File: config.mk
export PLATFORM = sky130hd
export DESIGN_NAME = legacy_bios_region_steering
export DESIGN_NICKNAME = d
export VERILOG_FILES = /design/src/legacy_steer_pkg.sv /design/src/legacy_bios_region_steering.sv
export SDC_FILE = /design/constraint.sdc
export NUM_CORES = 1
export LEC_CHECK = 0
export BUFFER_PORTS_ARGS = -buffer_cell sky130_fd_sc_hd__buf_2
export CAP_MARGIN = 20
export CORE_ASPECT_RATIO = 0.75
export CORE_UTILIZATION = 45
export DETAILED_ROUTE_END_ITERATION = 16
export HOLD_SLACK_MARGIN = 0.15
export PLACE_DENSITY = 0.75
export SLEW_MARGIN = 30
export SYNTH_ARGS = -nofsm -noshare
export SYNTH_HDL_FRONTEND = slang
export SYNTH_SLANG_ARGS = --single-unit
File: constraint.sdc
create_clock -name i_ref_clk -period 1.4 [get_ports i_ref_clk]
set_clock_uncertainty 0.05 [all_clocks]
set_input_delay 0.35 -clock i_ref_clk [delete_from_list [all_inputs] [get_ports i_ref_clk]]
set_output_delay 0.35 -clock i_ref_clk [all_outputs]
set_load 0.02 [all_outputs]
File: src/legacy_steer_pkg.sv
// Constants, types and register map of the legacy BIOS region steering bank
//
// What this block does
// Field 00: every read and write of the segment goes to south link.
// Field 01: reads from main memory, writes forwarded to south link.
// Field 10: writes to main memory, reads forwarded to south link.
// Field 11: reads and writes both serviced by main memory.
// Each attribute register holds two independent per-segment steer fields.
// First register bits 5:4 steer 0C4000 to 0C7FFF.
// First register bits 1:0 steer 0C0000 to 0C3FFF.
// Second register covers 0C8000-0CFFFF; upper field steers 0CC000-0CFFFF.
// Second register lower field steers 0C8000 to 0CBFFF.
// Third register upper field steers 0D4000 to 0D7FFF.
// Third register lower field steers 0D0000 to 0D3FFF.
// Fourth register upper field steers 0DC000 to 0DFFFF.
// Fourth register lower field steers 0D8000 to 0DBFFF.
// Fifth register upper field steers 0E4000 to 0E7FFF.
// Fifth register lower field steers 0E0000 to 0E3FFF.
// Sixth register upper field steers 0EC000 to 0EFFFF.
// Sixth register lower field steers 0E8000 to 0EBFFF.
// Software keeps segments read-write whenever I/O cycles may reach them.
// Steering applies equally to processor and I/O requester cycles.
// Reserved bits 7:6 and 3:2 read zero; writes to them ignored.
package legacy_steer_pkg;

	// ---------------------------------------------
	// Configuration offsets of the attribute bytes
	// ---------------------------------------------
	localparam logic [7:0] BIOS_SEG_C0_C7_ATTR = 8'h91;
	localparam logic [7:0] BIOS_SEG_C8_CF_ATTR = 8'h92;
	localparam logic [7:0] BIOS_SEG_D0_D7_ATTR = 8'h93;
	localparam logic [7:0] BIOS_SEG_D8_DF_ATTR = 8'h94;
	localparam logic [7:0] BIOS_SEG_E0_E7_ATTR = 8'h95;
	localparam logic [7:0] BIOS_SEG_E8_EF_ATTR = 8'h96;
	localparam int ATTR_REGS = 6;
	localparam logic [7:0] ATTR_RESET = 8'h00;
	localparam logic [7:0] ATTR_WMASK = 8'h33;

	// ---------------------------------------------
	// Field positions and segment decode
	// ---------------------------------------------
	localparam int UPPER_LSB = 4;
	localparam int LOWER_LSB = 0;
	localparam int SEG_LSB = 14;
	localparam logic [5:0] SEG_FIRST = 6'h30;
	localparam logic [5:0] SEG_LAST = 6'h3B;

	// Steering field encodings
	typedef enum logic [1:0] {
		STEER_DISABLED = 2'h0,
		STEER_READ_ONLY = 2'h1,
		STEER_WRITE_ONLY = 2'h2,
		STEER_NORMAL = 2'h3
	} steer_t;

	// Configuration byte access
	typedef struct packed {
		logic wr;
		logic rd;
		logic [7:0] addr;
		logic [7:0] wdata;
	} cfg_t;

	// Legacy memory cycle from a requester
	typedef struct packed {
		logic valid;
		logic write;
		logic from_io;
		logic [31:0] addr;
	} req_t;

	// Routing decision for one cycle
	typedef struct packed {
		logic valid;
		logic claim;
		logic to_mem;
		logic to_south;
		logic write;
		logic from_io;
	} route_t;

	// Whole state of the bank
	typedef struct packed {
		logic [ATTR_REGS-1:0][7:0] attr;
		logic [7:0] rdata;
		logic rvalid;
		route_t route;
	} state_t;

endpackage : legacy_steer_pkg

File: src/legacy_bios_region_steering.sv
// Attribute register bank and read/write steering for 0C0000h-0EFFFFh
`timescale 1ns/1ns
module legacy_bios_region_steering #(
	parameter int ADDR_W = 32
) (
	// Clock and reset
	input wire logic i_ref_clk,
	input wire logic i_reset,
	// Configuration space byte access
	input wire legacy_steer_pkg::cfg_t i_cfg,
	output logic [7:0] o_cfg_rdata,
	output logic o_cfg_rvalid,
	// Legacy memory cycles in
	input wire legacy_steer_pkg::req_t i_req,
	// Routing decision out
	output legacy_steer_pkg::route_t o_route
);

	// ---------------------------------------------
	// Elaboration checks
	// ---------------------------------------------
	if (ADDR_W != 32) begin : g_bad_width
		$error("ADDR_W must be 32");
	end

	// ---------------------------------------------
	// State
	// ---------------------------------------------
	legacy_steer_pkg::state_t state_reg;
	legacy_steer_pkg::state_t state_next;
	logic [5:0] seg_idx;
	logic in_legacy;
	logic [2:0] reg_idx;
	logic [1:0] field;
	logic [2:0] cfg_idx;
	logic cfg_hit;

	// Map a configuration offset onto a register slot
	always_comb begin
		cfg_hit = 1'b1;
		cfg_idx = 3'h0;
		case (i_cfg.addr)
			legacy_steer_pkg::BIOS_SEG_C0_C7_ATTR: cfg_idx = 3'h0;
			legacy_steer_pkg::BIOS_SEG_C8_CF_ATTR: cfg_idx = 3'h1;
			legacy_steer_pkg::BIOS_SEG_D0_D7_ATTR: cfg_idx = 3'h2;
			legacy_steer_pkg::BIOS_SEG_D8_DF_ATTR: cfg_idx = 3'h3;
			legacy_steer_pkg::BIOS_SEG_E0_E7_ATTR: cfg_idx = 3'h4;
			legacy_steer_pkg::BIOS_SEG_E8_EF_ATTR: cfg_idx = 3'h5;
			default: cfg_hit = 1'b0;
		endcase
	end

	// Segment decode: 16 KB slices, two per register, upper field odd
	always_comb begin
		seg_idx = i_req.addr[legacy_steer_pkg::SEG_LSB +: 6];
		in_legacy = (i_req.addr[31:20] == 12'h000) &&
			(seg_idx >= legacy_steer_pkg::SEG_FIRST) &&
			(seg_idx <= legacy_steer_pkg::SEG_LAST);
		reg_idx = 3'((seg_idx - legacy_steer_pkg::SEG_FIRST) >> 1);
		if (!in_legacy) begin
			reg_idx = 3'h0;
		end
		if (seg_idx[0]) begin
			field = state_reg.attr[reg_idx]
				[legacy_steer_pkg::UPPER_LSB +: 2];
		end else begin
			field = state_reg.attr[reg_idx]
				[legacy_steer_pkg::LOWER_LSB +: 2];
		end
	end

	// Next state: register writes, read data and routing
	always_comb begin
		state_next = state_reg;
		state_next.rvalid = i_cfg.rd;
		if (i_cfg.rd) begin
			state_next.rdata = cfg_hit ? (state_reg.attr[cfg_idx] &
				legacy_steer_pkg::ATTR_WMASK) : 8'h00;
		end
		if (i_cfg.wr && cfg_hit) begin
			state_next.attr[cfg_idx] = i_cfg.wdata &
				legacy_steer_pkg::ATTR_WMASK;
		end
		// Same decision whoever started the cycle
		state_next.route.valid = i_req.valid;
		state_next.route.write = i_req.write;
		state_next.route.from_io = i_req.from_io;
		state_next.route.claim = i_req.valid && in_legacy;
		state_next.route.to_mem = 1'b0;
		state_next.route.to_south = 1'b0;
		if (i_req.valid && in_legacy) begin
			case (legacy_steer_pkg::steer_t'(field))
				legacy_steer_pkg::STEER_DISABLED: begin
					state_next.route.to_south = 1'b1;
				end
				legacy_steer_pkg::STEER_READ_ONLY: begin
					state_next.route.to_mem = !i_req.write;
					state_next.route.to_south = i_req.write;
				end
				legacy_steer_pkg::STEER_WRITE_ONLY: begin
					state_next.route.to_mem = i_req.write;
					state_next.route.to_south = !i_req.write;
				end
				legacy_steer_pkg::STEER_NORMAL: begin
					state_next.route.to_mem = 1'b1;
				end
				default: begin
					state_next.route.to_south = 1'b1;
				end
			endcase
		end
	end

	// State register
	always_ff @(posedge i_ref_clk or posedge i_reset) begin
		if (i_reset) begin
			state_reg <= '0;
			state_reg.attr <= {legacy_steer_pkg::ATTR_REGS{
				legacy_steer_pkg::ATTR_RESET}};
		end else begin
			state_reg <= state_next;
		end
	end

	// Outputs straight from flops
	assign o_cfg_rdata = state_reg.rdata;
	assign o_cfg_rvalid = state_reg.rvalid;
	assign o_route = state_reg.route;

	// ---------------------------------------------
	// Checks
	// ---------------------------------------------
	// Expected memory routing for a field and direction
	function automatic logic mem_of(input logic [1:0] f, input logic wr);
		mem_of = f[wr];
	endfunction

	// Address inside an inclusive range
	function automatic logic in_rng(input logic [31:0] a,
		input logic [31:0] lo, input logic [31:0] hi);
		in_rng = (a >= lo) && (a <= hi);
	endfunction

	AST_DISABLED: assert property (
		@(posedge i_ref_clk) disable iff (i_reset)
		o_route.claim && (mem_of(2'h0, o_route.write) == 1'b0) &&
		$past(field) == 2'h0 |-> o_route.to_south && !o_route.to_mem)
		else $error("disabled segment not sent south");

	AST_READ_ONLY: assert property (
		@(posedge i_ref_clk) disable iff (i_reset)
		o_route.claim && $past(field) == 2'h1 |->
		o_route.to_mem == !o_route.write &&
		o_route.to_south == o_route.write)
		else $error("read-only segment misrouted");

	AST_WRITE_ONLY: assert property (
		@(posedge i_ref_clk) disable iff (i_reset)
		o_route.claim && $past(field) == 2'h2 |->
		o_route.to_mem == o_route.write &&
		o_route.to_south == !o_route.write)
		else $error("write-only segment misrouted");

	AST_NORMAL: assert property (
		@(posedge i_ref_clk) disable iff (i_reset)
		o_route.claim && $past(field) == 2'h3 |->
		o_route.to_mem && !o_route.to_south)
		else $error("normal segment not in memory");

	AST_ONE_TARGET: assert property (
		@(posedge i_ref_clk) disable iff (i_reset)
		o_route.claim |-> (o_route.to_mem ^ o_route.to_south))
		else $error("claimed cycle has no single target");

	AST_SEG_C4: assert property (
		@(posedge i_ref_clk) disable iff (i_reset)
		i_req.valid && in_rng(i_req.addr, 32'h000C4000, 32'h000C7FFF)
		|=> o_route.to_mem == mem_of($past(state_reg.attr[0][5:4]),
		$past(i_req.write)))
		else $error("0C4000 segment not steered by first upper field");

	AST_SEG_C0: assert property (
		@(posedge i_ref_clk) disable iff (i_reset)
		i_req.valid && in_rng(i_req.addr, 32'h000C0000, 32'h000C3FFF)
		|=> o_route.to_mem == mem_of($past(state_reg.attr[0][1:0]),
		$past(i_req.write)))
		else $error("0C0000 segment not steered by first lower field");

	AST_SEG_CC: assert property (
		@(posedge i_ref_clk) disable iff (i_reset)
		i_req.valid && in_rng(i_req.addr, 32'h000CC000, 32'h000CFFFF)
		|=> o_route.to_mem == mem_of($past(state_reg.attr[1][5:4]),
		$past(i_req.write)))
		else $error("0CC000 segment not steered by second upper field");

	AST_SEG_C8: assert property (
		@(posedge i_ref_clk) disable iff (i_reset)
		i_req.valid && in_rng(i_req.addr, 32'h000C8000, 32'h000CBFFF)
		|=> o_route.to_mem == mem_of($past(state_reg.attr[1][1:0]),
		$past(i_req.write)))
		else $error("0C8000 segment not steered by second lower field");

	AST_SEG_D4: assert property (
		@(posedge i_ref_clk) disable iff (i_reset)
		i_req.valid && in_rng(i_req.addr, 32'h000D4000, 32'h000D7FFF)
		|=> o_route.to_mem == mem_of($past(state_reg.attr[2][5:4]),
		$past(i_req.write)))
		else $error("0D4000 segment not steered by third upper field");

	AST_SEG_D0: assert property (
		@(posedge i_ref_clk) disable iff (i_reset)
		i_req.valid && in_rng(i_req.addr, 32'h000D0000, 32'h000D3FFF)
		|=> o_route.to_mem == mem_of($past(state_reg.attr[2][1:0]),
		$past(i_req.write)))
		else $error("0D0000 segment not steered by third lower field");

	AST_SEG_DC: assert property (
		@(posedge i_ref_clk) disable iff (i_reset)
		i_req.valid && in_rng(i_req.addr, 32'h000DC000, 32'h000DFFFF)
		|=> o_route.to_mem == mem_of($past(state_reg.attr[3][5:4]),
		$past(i_req.write)))
		else $error("0DC000 segment not steered by fourth upper field");

	AST_SEG_D8: assert property (
		@(posedge i_ref_clk) disable iff (i_reset)
		i_req.valid && in_rng(i_req.addr, 32'h000D8000, 32'h000DBFFF)
		|=> o_route.to_mem == mem_of($past(state_reg.attr[3][1:0]),
		$past(i_req.write)))
		else $error("0D8000 segment not steered by fourth lower field");

	AST_SEG_E4: assert property (
		@(posedge i_ref_clk) disable iff (i_reset)
		i_req.valid && in_rng(i_req.addr, 32'h000E4000, 32'h000E7FFF)
		|=> o_route.to_mem == mem_of($past(state_reg.attr[4][5:4]),
		$past(i_req.write)))
		else $error("0E4000 segment not steered by fifth upper field");

	AST_SEG_E0: assert property (
		@(posedge i_ref_clk) disable iff (i_reset)
		i_req.valid && in_rng(i_req.addr, 32'h000E0000, 32'h000E3FFF)
		|=> o_route.to_mem == mem_of($past(state_reg.attr[4][1:0]),
		$past(i_req.write)))
		else $error("0E0000 segment not steered by fifth lower field");

	AST_SEG_EC: assert property (
		@(posedge i_ref_clk) disable iff (i_reset)
		i_req.valid && in_rng(i_req.addr, 32'h000EC000, 32'h000EFFFF)
		|=> o_route.to_mem == mem_of($past(state_reg.attr[5][5:4]),
		$past(i_req.write)))
		else $error("0EC000 segment not steered by sixth upper field");

	AST_SEG_E8: assert property (
		@(posedge i_ref_clk) disable iff (i_reset)
		i_req.valid && in_rng(i_req.addr, 32'h000E8000, 32'h000EBFFF)
		|=> o_route.to_mem == mem_of($past(state_reg.attr[5][1:0]),
		$past(i_req.write)))
		else $error("0E8000 segment not steered by sixth lower field");

	AST_IO_SAME: assert property (
		@(posedge i_ref_clk) disable iff (i_reset)
		i_req.valid && in_legacy |=>
		o_route.claim && o_route.from_io == $past(i_req.from_io) &&
		o_route.to_mem == mem_of($past(field), $past(i_req.write)))
		else $error("requester origin changed the steering");

	AST_RSVD_ZERO: assert property (
		@(posedge i_ref_clk) disable iff (i_reset)
		o_cfg_rvalid |-> (o_cfg_rdata & 8'hCC) == 8'h00)
		else $error("reserved attribute bits read non-zero");

	AST_WRITE_BACK: assert property (
		@(posedge i_ref_clk) disable iff (i_reset)
		i_cfg.wr && cfg_hit ##1 i_cfg.rd && !i_cfg.wr &&
		i_cfg.addr == $past(i_cfg.addr) |=>
		o_cfg_rdata == ($past(i_cfg.wdata, 2) & 8'h33))
		else $error("attribute write not read back");

	AST_OUTSIDE: assert property (
		@(posedge i_ref_clk) disable iff (i_reset)
		i_req.valid && !in_rng(i_req.addr, 32'h000C0000, 32'h000EFFFF)
		|=> !o_route.claim && !o_route.to_mem && !o_route.to_south)
		else $error("cycle outside legacy area was claimed");

	// ---------------------------------------------
	// Register access and request echo checks
	// ---------------------------------------------
	// Read answer stands exactly one cycle after each read
	AST_RVALID_PULSE: assert property (
		@(posedge i_ref_clk) disable iff (i_reset)
		i_cfg.rd |=> o_cfg_rvalid)
		else $error("read answer missing after a read");

	AST_RVALID_IDLE: assert property (
		@(posedge i_ref_clk) disable iff (i_reset)
		!i_cfg.rd |=> !o_cfg_rvalid)
		else $error("read answer without a read");

	AST_RDATA_HOLD: assert property (
		@(posedge i_ref_clk) disable iff (i_reset)
		!i_cfg.rd |=> $stable(o_cfg_rdata))
		else $error("read data moved without a read");

	AST_UNMAPPED_ZERO: assert property (
		@(posedge i_ref_clk) disable iff (i_reset)
		i_cfg.rd && !cfg_hit |=> o_cfg_rdata == 8'h00)
		else $error("unmapped offset read non-zero");

	// Writes land at the next edge, masked; unmapped writes do nothing
	AST_WRITE_LANDS: assert property (
		@(posedge i_ref_clk) disable iff (i_reset)
		i_cfg.wr && cfg_hit |=> state_reg.attr[$past(cfg_idx)] ==
		($past(i_cfg.wdata) & 8'h33))
		else $error("attribute write did not land");

	AST_UNMAPPED_KEEP: assert property (
		@(posedge i_ref_clk) disable iff (i_reset)
		i_cfg.wr && !cfg_hit |=> state_reg.attr == $past(state_reg.attr))
		else $error("unmapped write changed an attribute");

	AST_RSVD_STORED: assert property (
		@(posedge i_ref_clk) disable iff (i_reset)
		(state_reg.attr & {6{8'hCC}}) == '0)
		else $error("reserved attribute bits stored");

	// One route per request, echoing direction and origin
	AST_ROUTE_VALID: assert property (
		@(posedge i_ref_clk) disable iff (i_reset)
		i_req.valid |=> o_route.valid &&
		o_route.write == $past(i_req.write) &&
		o_route.from_io == $past(i_req.from_io))
		else $error("request not echoed in its route");

	AST_ROUTE_IDLE: assert property (
		@(posedge i_ref_clk) disable iff (i_reset)
		!i_req.valid |=> !o_route.valid)
		else $error("route without a request");

	AST_CLAIM_RANGE: assert property (
		@(posedge i_ref_clk) disable iff (i_reset)
		i_req.valid && in_rng(i_req.addr, 32'h000C0000, 32'h000EFFFF)
		|=> o_route.claim)
		else $error("legacy cycle not claimed");

	AST_CLAIM_VALID: assert property (
		@(posedge i_ref_clk) disable iff (i_reset)
		o_route.claim |-> o_route.valid)
		else $error("claim without a valid route");

	AST_NO_TARGET: assert property (
		@(posedge i_ref_clk) disable iff (i_reset)
		!o_route.claim |-> !o_route.to_mem && !o_route.to_south)
		else $error("unclaimed cycle given a target");

endmodule : legacy_bios_region_steering

==> results.cfg <==
[run_status]
status = complete, but fails checks
violations = setup timing

[global_route]
grt_pass1_vias = 1649
grt_pass1_wl_um = 7670
gr-total-overflow = 0
antenna_found_initial = 0
grt_max_degree = 36
track_usage = 0.217

[logic_synthesis]
synth_top_area_cell = dfrtp_1
yosys_warnings = 0
synth_area_um2 = 2080
synth_top_family_by_area = multiplexers
synth_adder_area_share = 0
synth_area_leaders = dfrtp_1 42%, mux2_2 13%, buf_4 5.1%
yosysMostFrequentCell = dfrtp_1
synth_common_cells = 35 x dfrtp_1, 24 x mux2_2, 19 x o21ai_0, 14 x buf_4, 13 x nand2_1
synth_ff_type = dfrtp_1
synth.distinct_cells = 47
muxShareOfSynthArea = 0.160
yosysSeqAreaShare = 0.421
yosys.area_share.simple = 0.159
synth_edf_count = 0
syn_area_per_cell_um2 = 10.1
synthArstFlopShare = 1.00
synth-xor-area-share = 0
synth_compound_area_frac = 0.146
synth_top_area_frac = 0.421
synth_cells = 206
yosys_register_bits = 35

[hold_path]
hold_path.class = in2reg

[detailed_routing]
wl_um = 5450
drcViolationCount = 0
avgRoutedWirePerCell_um = 16.2
via_per_inst = 5.49
ant_nets = 0
drtPass1Iterations = 4
dr.first_iter.drc_count = 96
vias = 1850

[cts]
clkTransAtPathRegs_ps = 70
cts_buffers = 5
cts_sinks = 35
clkLatencyLatePin_ps = 290
cts.path.max_buffers = 2
cts_tree = built
cts_max_level = 2
root_buffer = clkbuf_8

[setup_path]
criticalPathCategory = in2reg
r2r_slack_ps = -150
arrival_ps = 1890
cp_slowest_stage_delay_ps = 270
r2r_start = state_reg[60]
slowest_stage = and4_1
crit_fanout = 7
timing.rr.end = o_route[3]
crit_start = i_req[27]
cp_data_required_time_ps = 1580
worst_setup_path_end_kind = register
path_cells = buf_2 > nor4_4 > and4_1 > buf_6 > and3_4 > o21ai_2 > a31o_1 > a31oi_1 > and2_1
crit_end = o_route[3]
worstSetupStartpointType = input port
rr_worst_depth = 5

[layout]
drive_gt1_frac = 0.489
antennaDiodeCount = 0
final_nets = 334
area_growth_pct = 36.9
largest_reg_flops = 24

[timing]
final.setup.tns_ps = -3770
finalCritPeriodShare = 1.22
hold_ws_ps = 222
hold_viol_final = 0
setup_ws_ps = -308
fin_crit_ps = 1710
rsz0062_at_grt = true
slew_violations = 0
setup_viol = 18
clock.fmax_mhz = 585

[die]
die_h_um = 60.9
design.core.area_um2 = 4440
ios = 70
rows = 21
die_area_um2 = 4900
die_x_um = 80.5
start_util = 0.469

[placement]
io_buffer_count = 47
hpwl_um = 3690
pre_cts_ws_ps = -610
place_congestion = 0.851

[power]
ir_drop_v = 0.000528
power_density_nw_per_um2 = 853
power_uw = 2430
p_leak_uw = 0.00137

[job]
drv_cap = 0
## cell families (layout without fill, tap and decap cells)
group	Yosys count	after routing
other	1	4
buffers and inverters	38	109
AO/OA/AOI/OAI	48	48
multiplexers	29	29
AND/OR/NAND/NOR	55	55
flip-flops	35	35
## power breakdown
group / switching, uW / total (uW) / leakage, uW / internal [uW]
clock: 368 / 944 / 0.0000612 / 576
sequential: 30.9 / 1080 / 0.000471 / 1050
combinational: 204 / 404 / 0.000840 / 200
## layout by cell type, fill, tap and decap left out, types with 2 or more instances in the layout
master	count
and3_4	2
inv_1	12
or3_4	2
nand2_1	13
buf_2	43
o2111ai_2	2
nor2_1	8
dlygate4sd3_1	3
buf_4	33
o32ai_1	2
nor2_4	2
mux2_4	9
mux2i_1	4
nand3_1	3
nor4_4	2
a21boi_0	2
clkbuf_8	6
o21ai_1	4
buf_6	9
nand4b_1	3
o21ai_0	14
a21oi_1	10
o32a_1	2
conb_1	4
mux2_2	15
dfrtp_1	35
nand4_1	6
o31ai_1	3
## critical path, delay by kind of cell
kind	cells	cell delay (ps)
simple gates	4	830
buf+inv	2	260
compound gates	3	440
## worst min-delay path by stage
stage               startpoint           end  slack (ps)  cells after the start
finish               i_cfg[16]  o_cfg_rvalid         220                      1
global placement       i_reset    o_route[0]         350                      3
detailed placement     i_reset    o_route[0]         360                      3
global route         i_cfg[16]  o_cfg_rvalid         220                      1
floorplan            i_cfg[16]  o_cfg_rvalid         330                      0
CTS                  i_cfg[16]  o_cfg_rvalid         220                      1
## per-layer routing
metal | up-vias | global-route usage | routed length (um)
met3 | 10 | 0.0436 | 344
met5 | - | 0 | 0
li1 | 878 | - | -
met1 | 889 | 0.298 | 2450
met4 | 0 | 0.0638 | 59
met2 | 73 | 0.351 | 2590
## final cells by class
class | count | area [um2]
Timing Repair Buffer | 89 | 614
Sequential cell | 35 | 876
Tap cell | 57 | 71.3
Multi-Input combinational cell | 136 | 1120
Clock buffer | 6 | 82.6
Clock inverter | 2 | 35.0
Fill cell | 355 | 1590
Inverter | 12 | 45.0
## what timing repair did
action                                  4_1_cts  5_1_grt
hold buffers                                  3        0
pin swaps                                     4       13
hold endpoints to repair                     37        0
gates cloned                                  0        1
resized for setup                             9       24
endpoints found under the setup margin       17       29
buffers inserted                              0        4
## per-stage QoR
stage,instances,utilization,area (um2)
detailed placement,321,0.561,2490
floorplan,209,-,2120
global route,337,0.641,2850
CTS,332,0.604,2680
global placement,321,0.561,2490
finish,337,0.641,2850
Note: power is estimated with default switching activity, not from simulation.
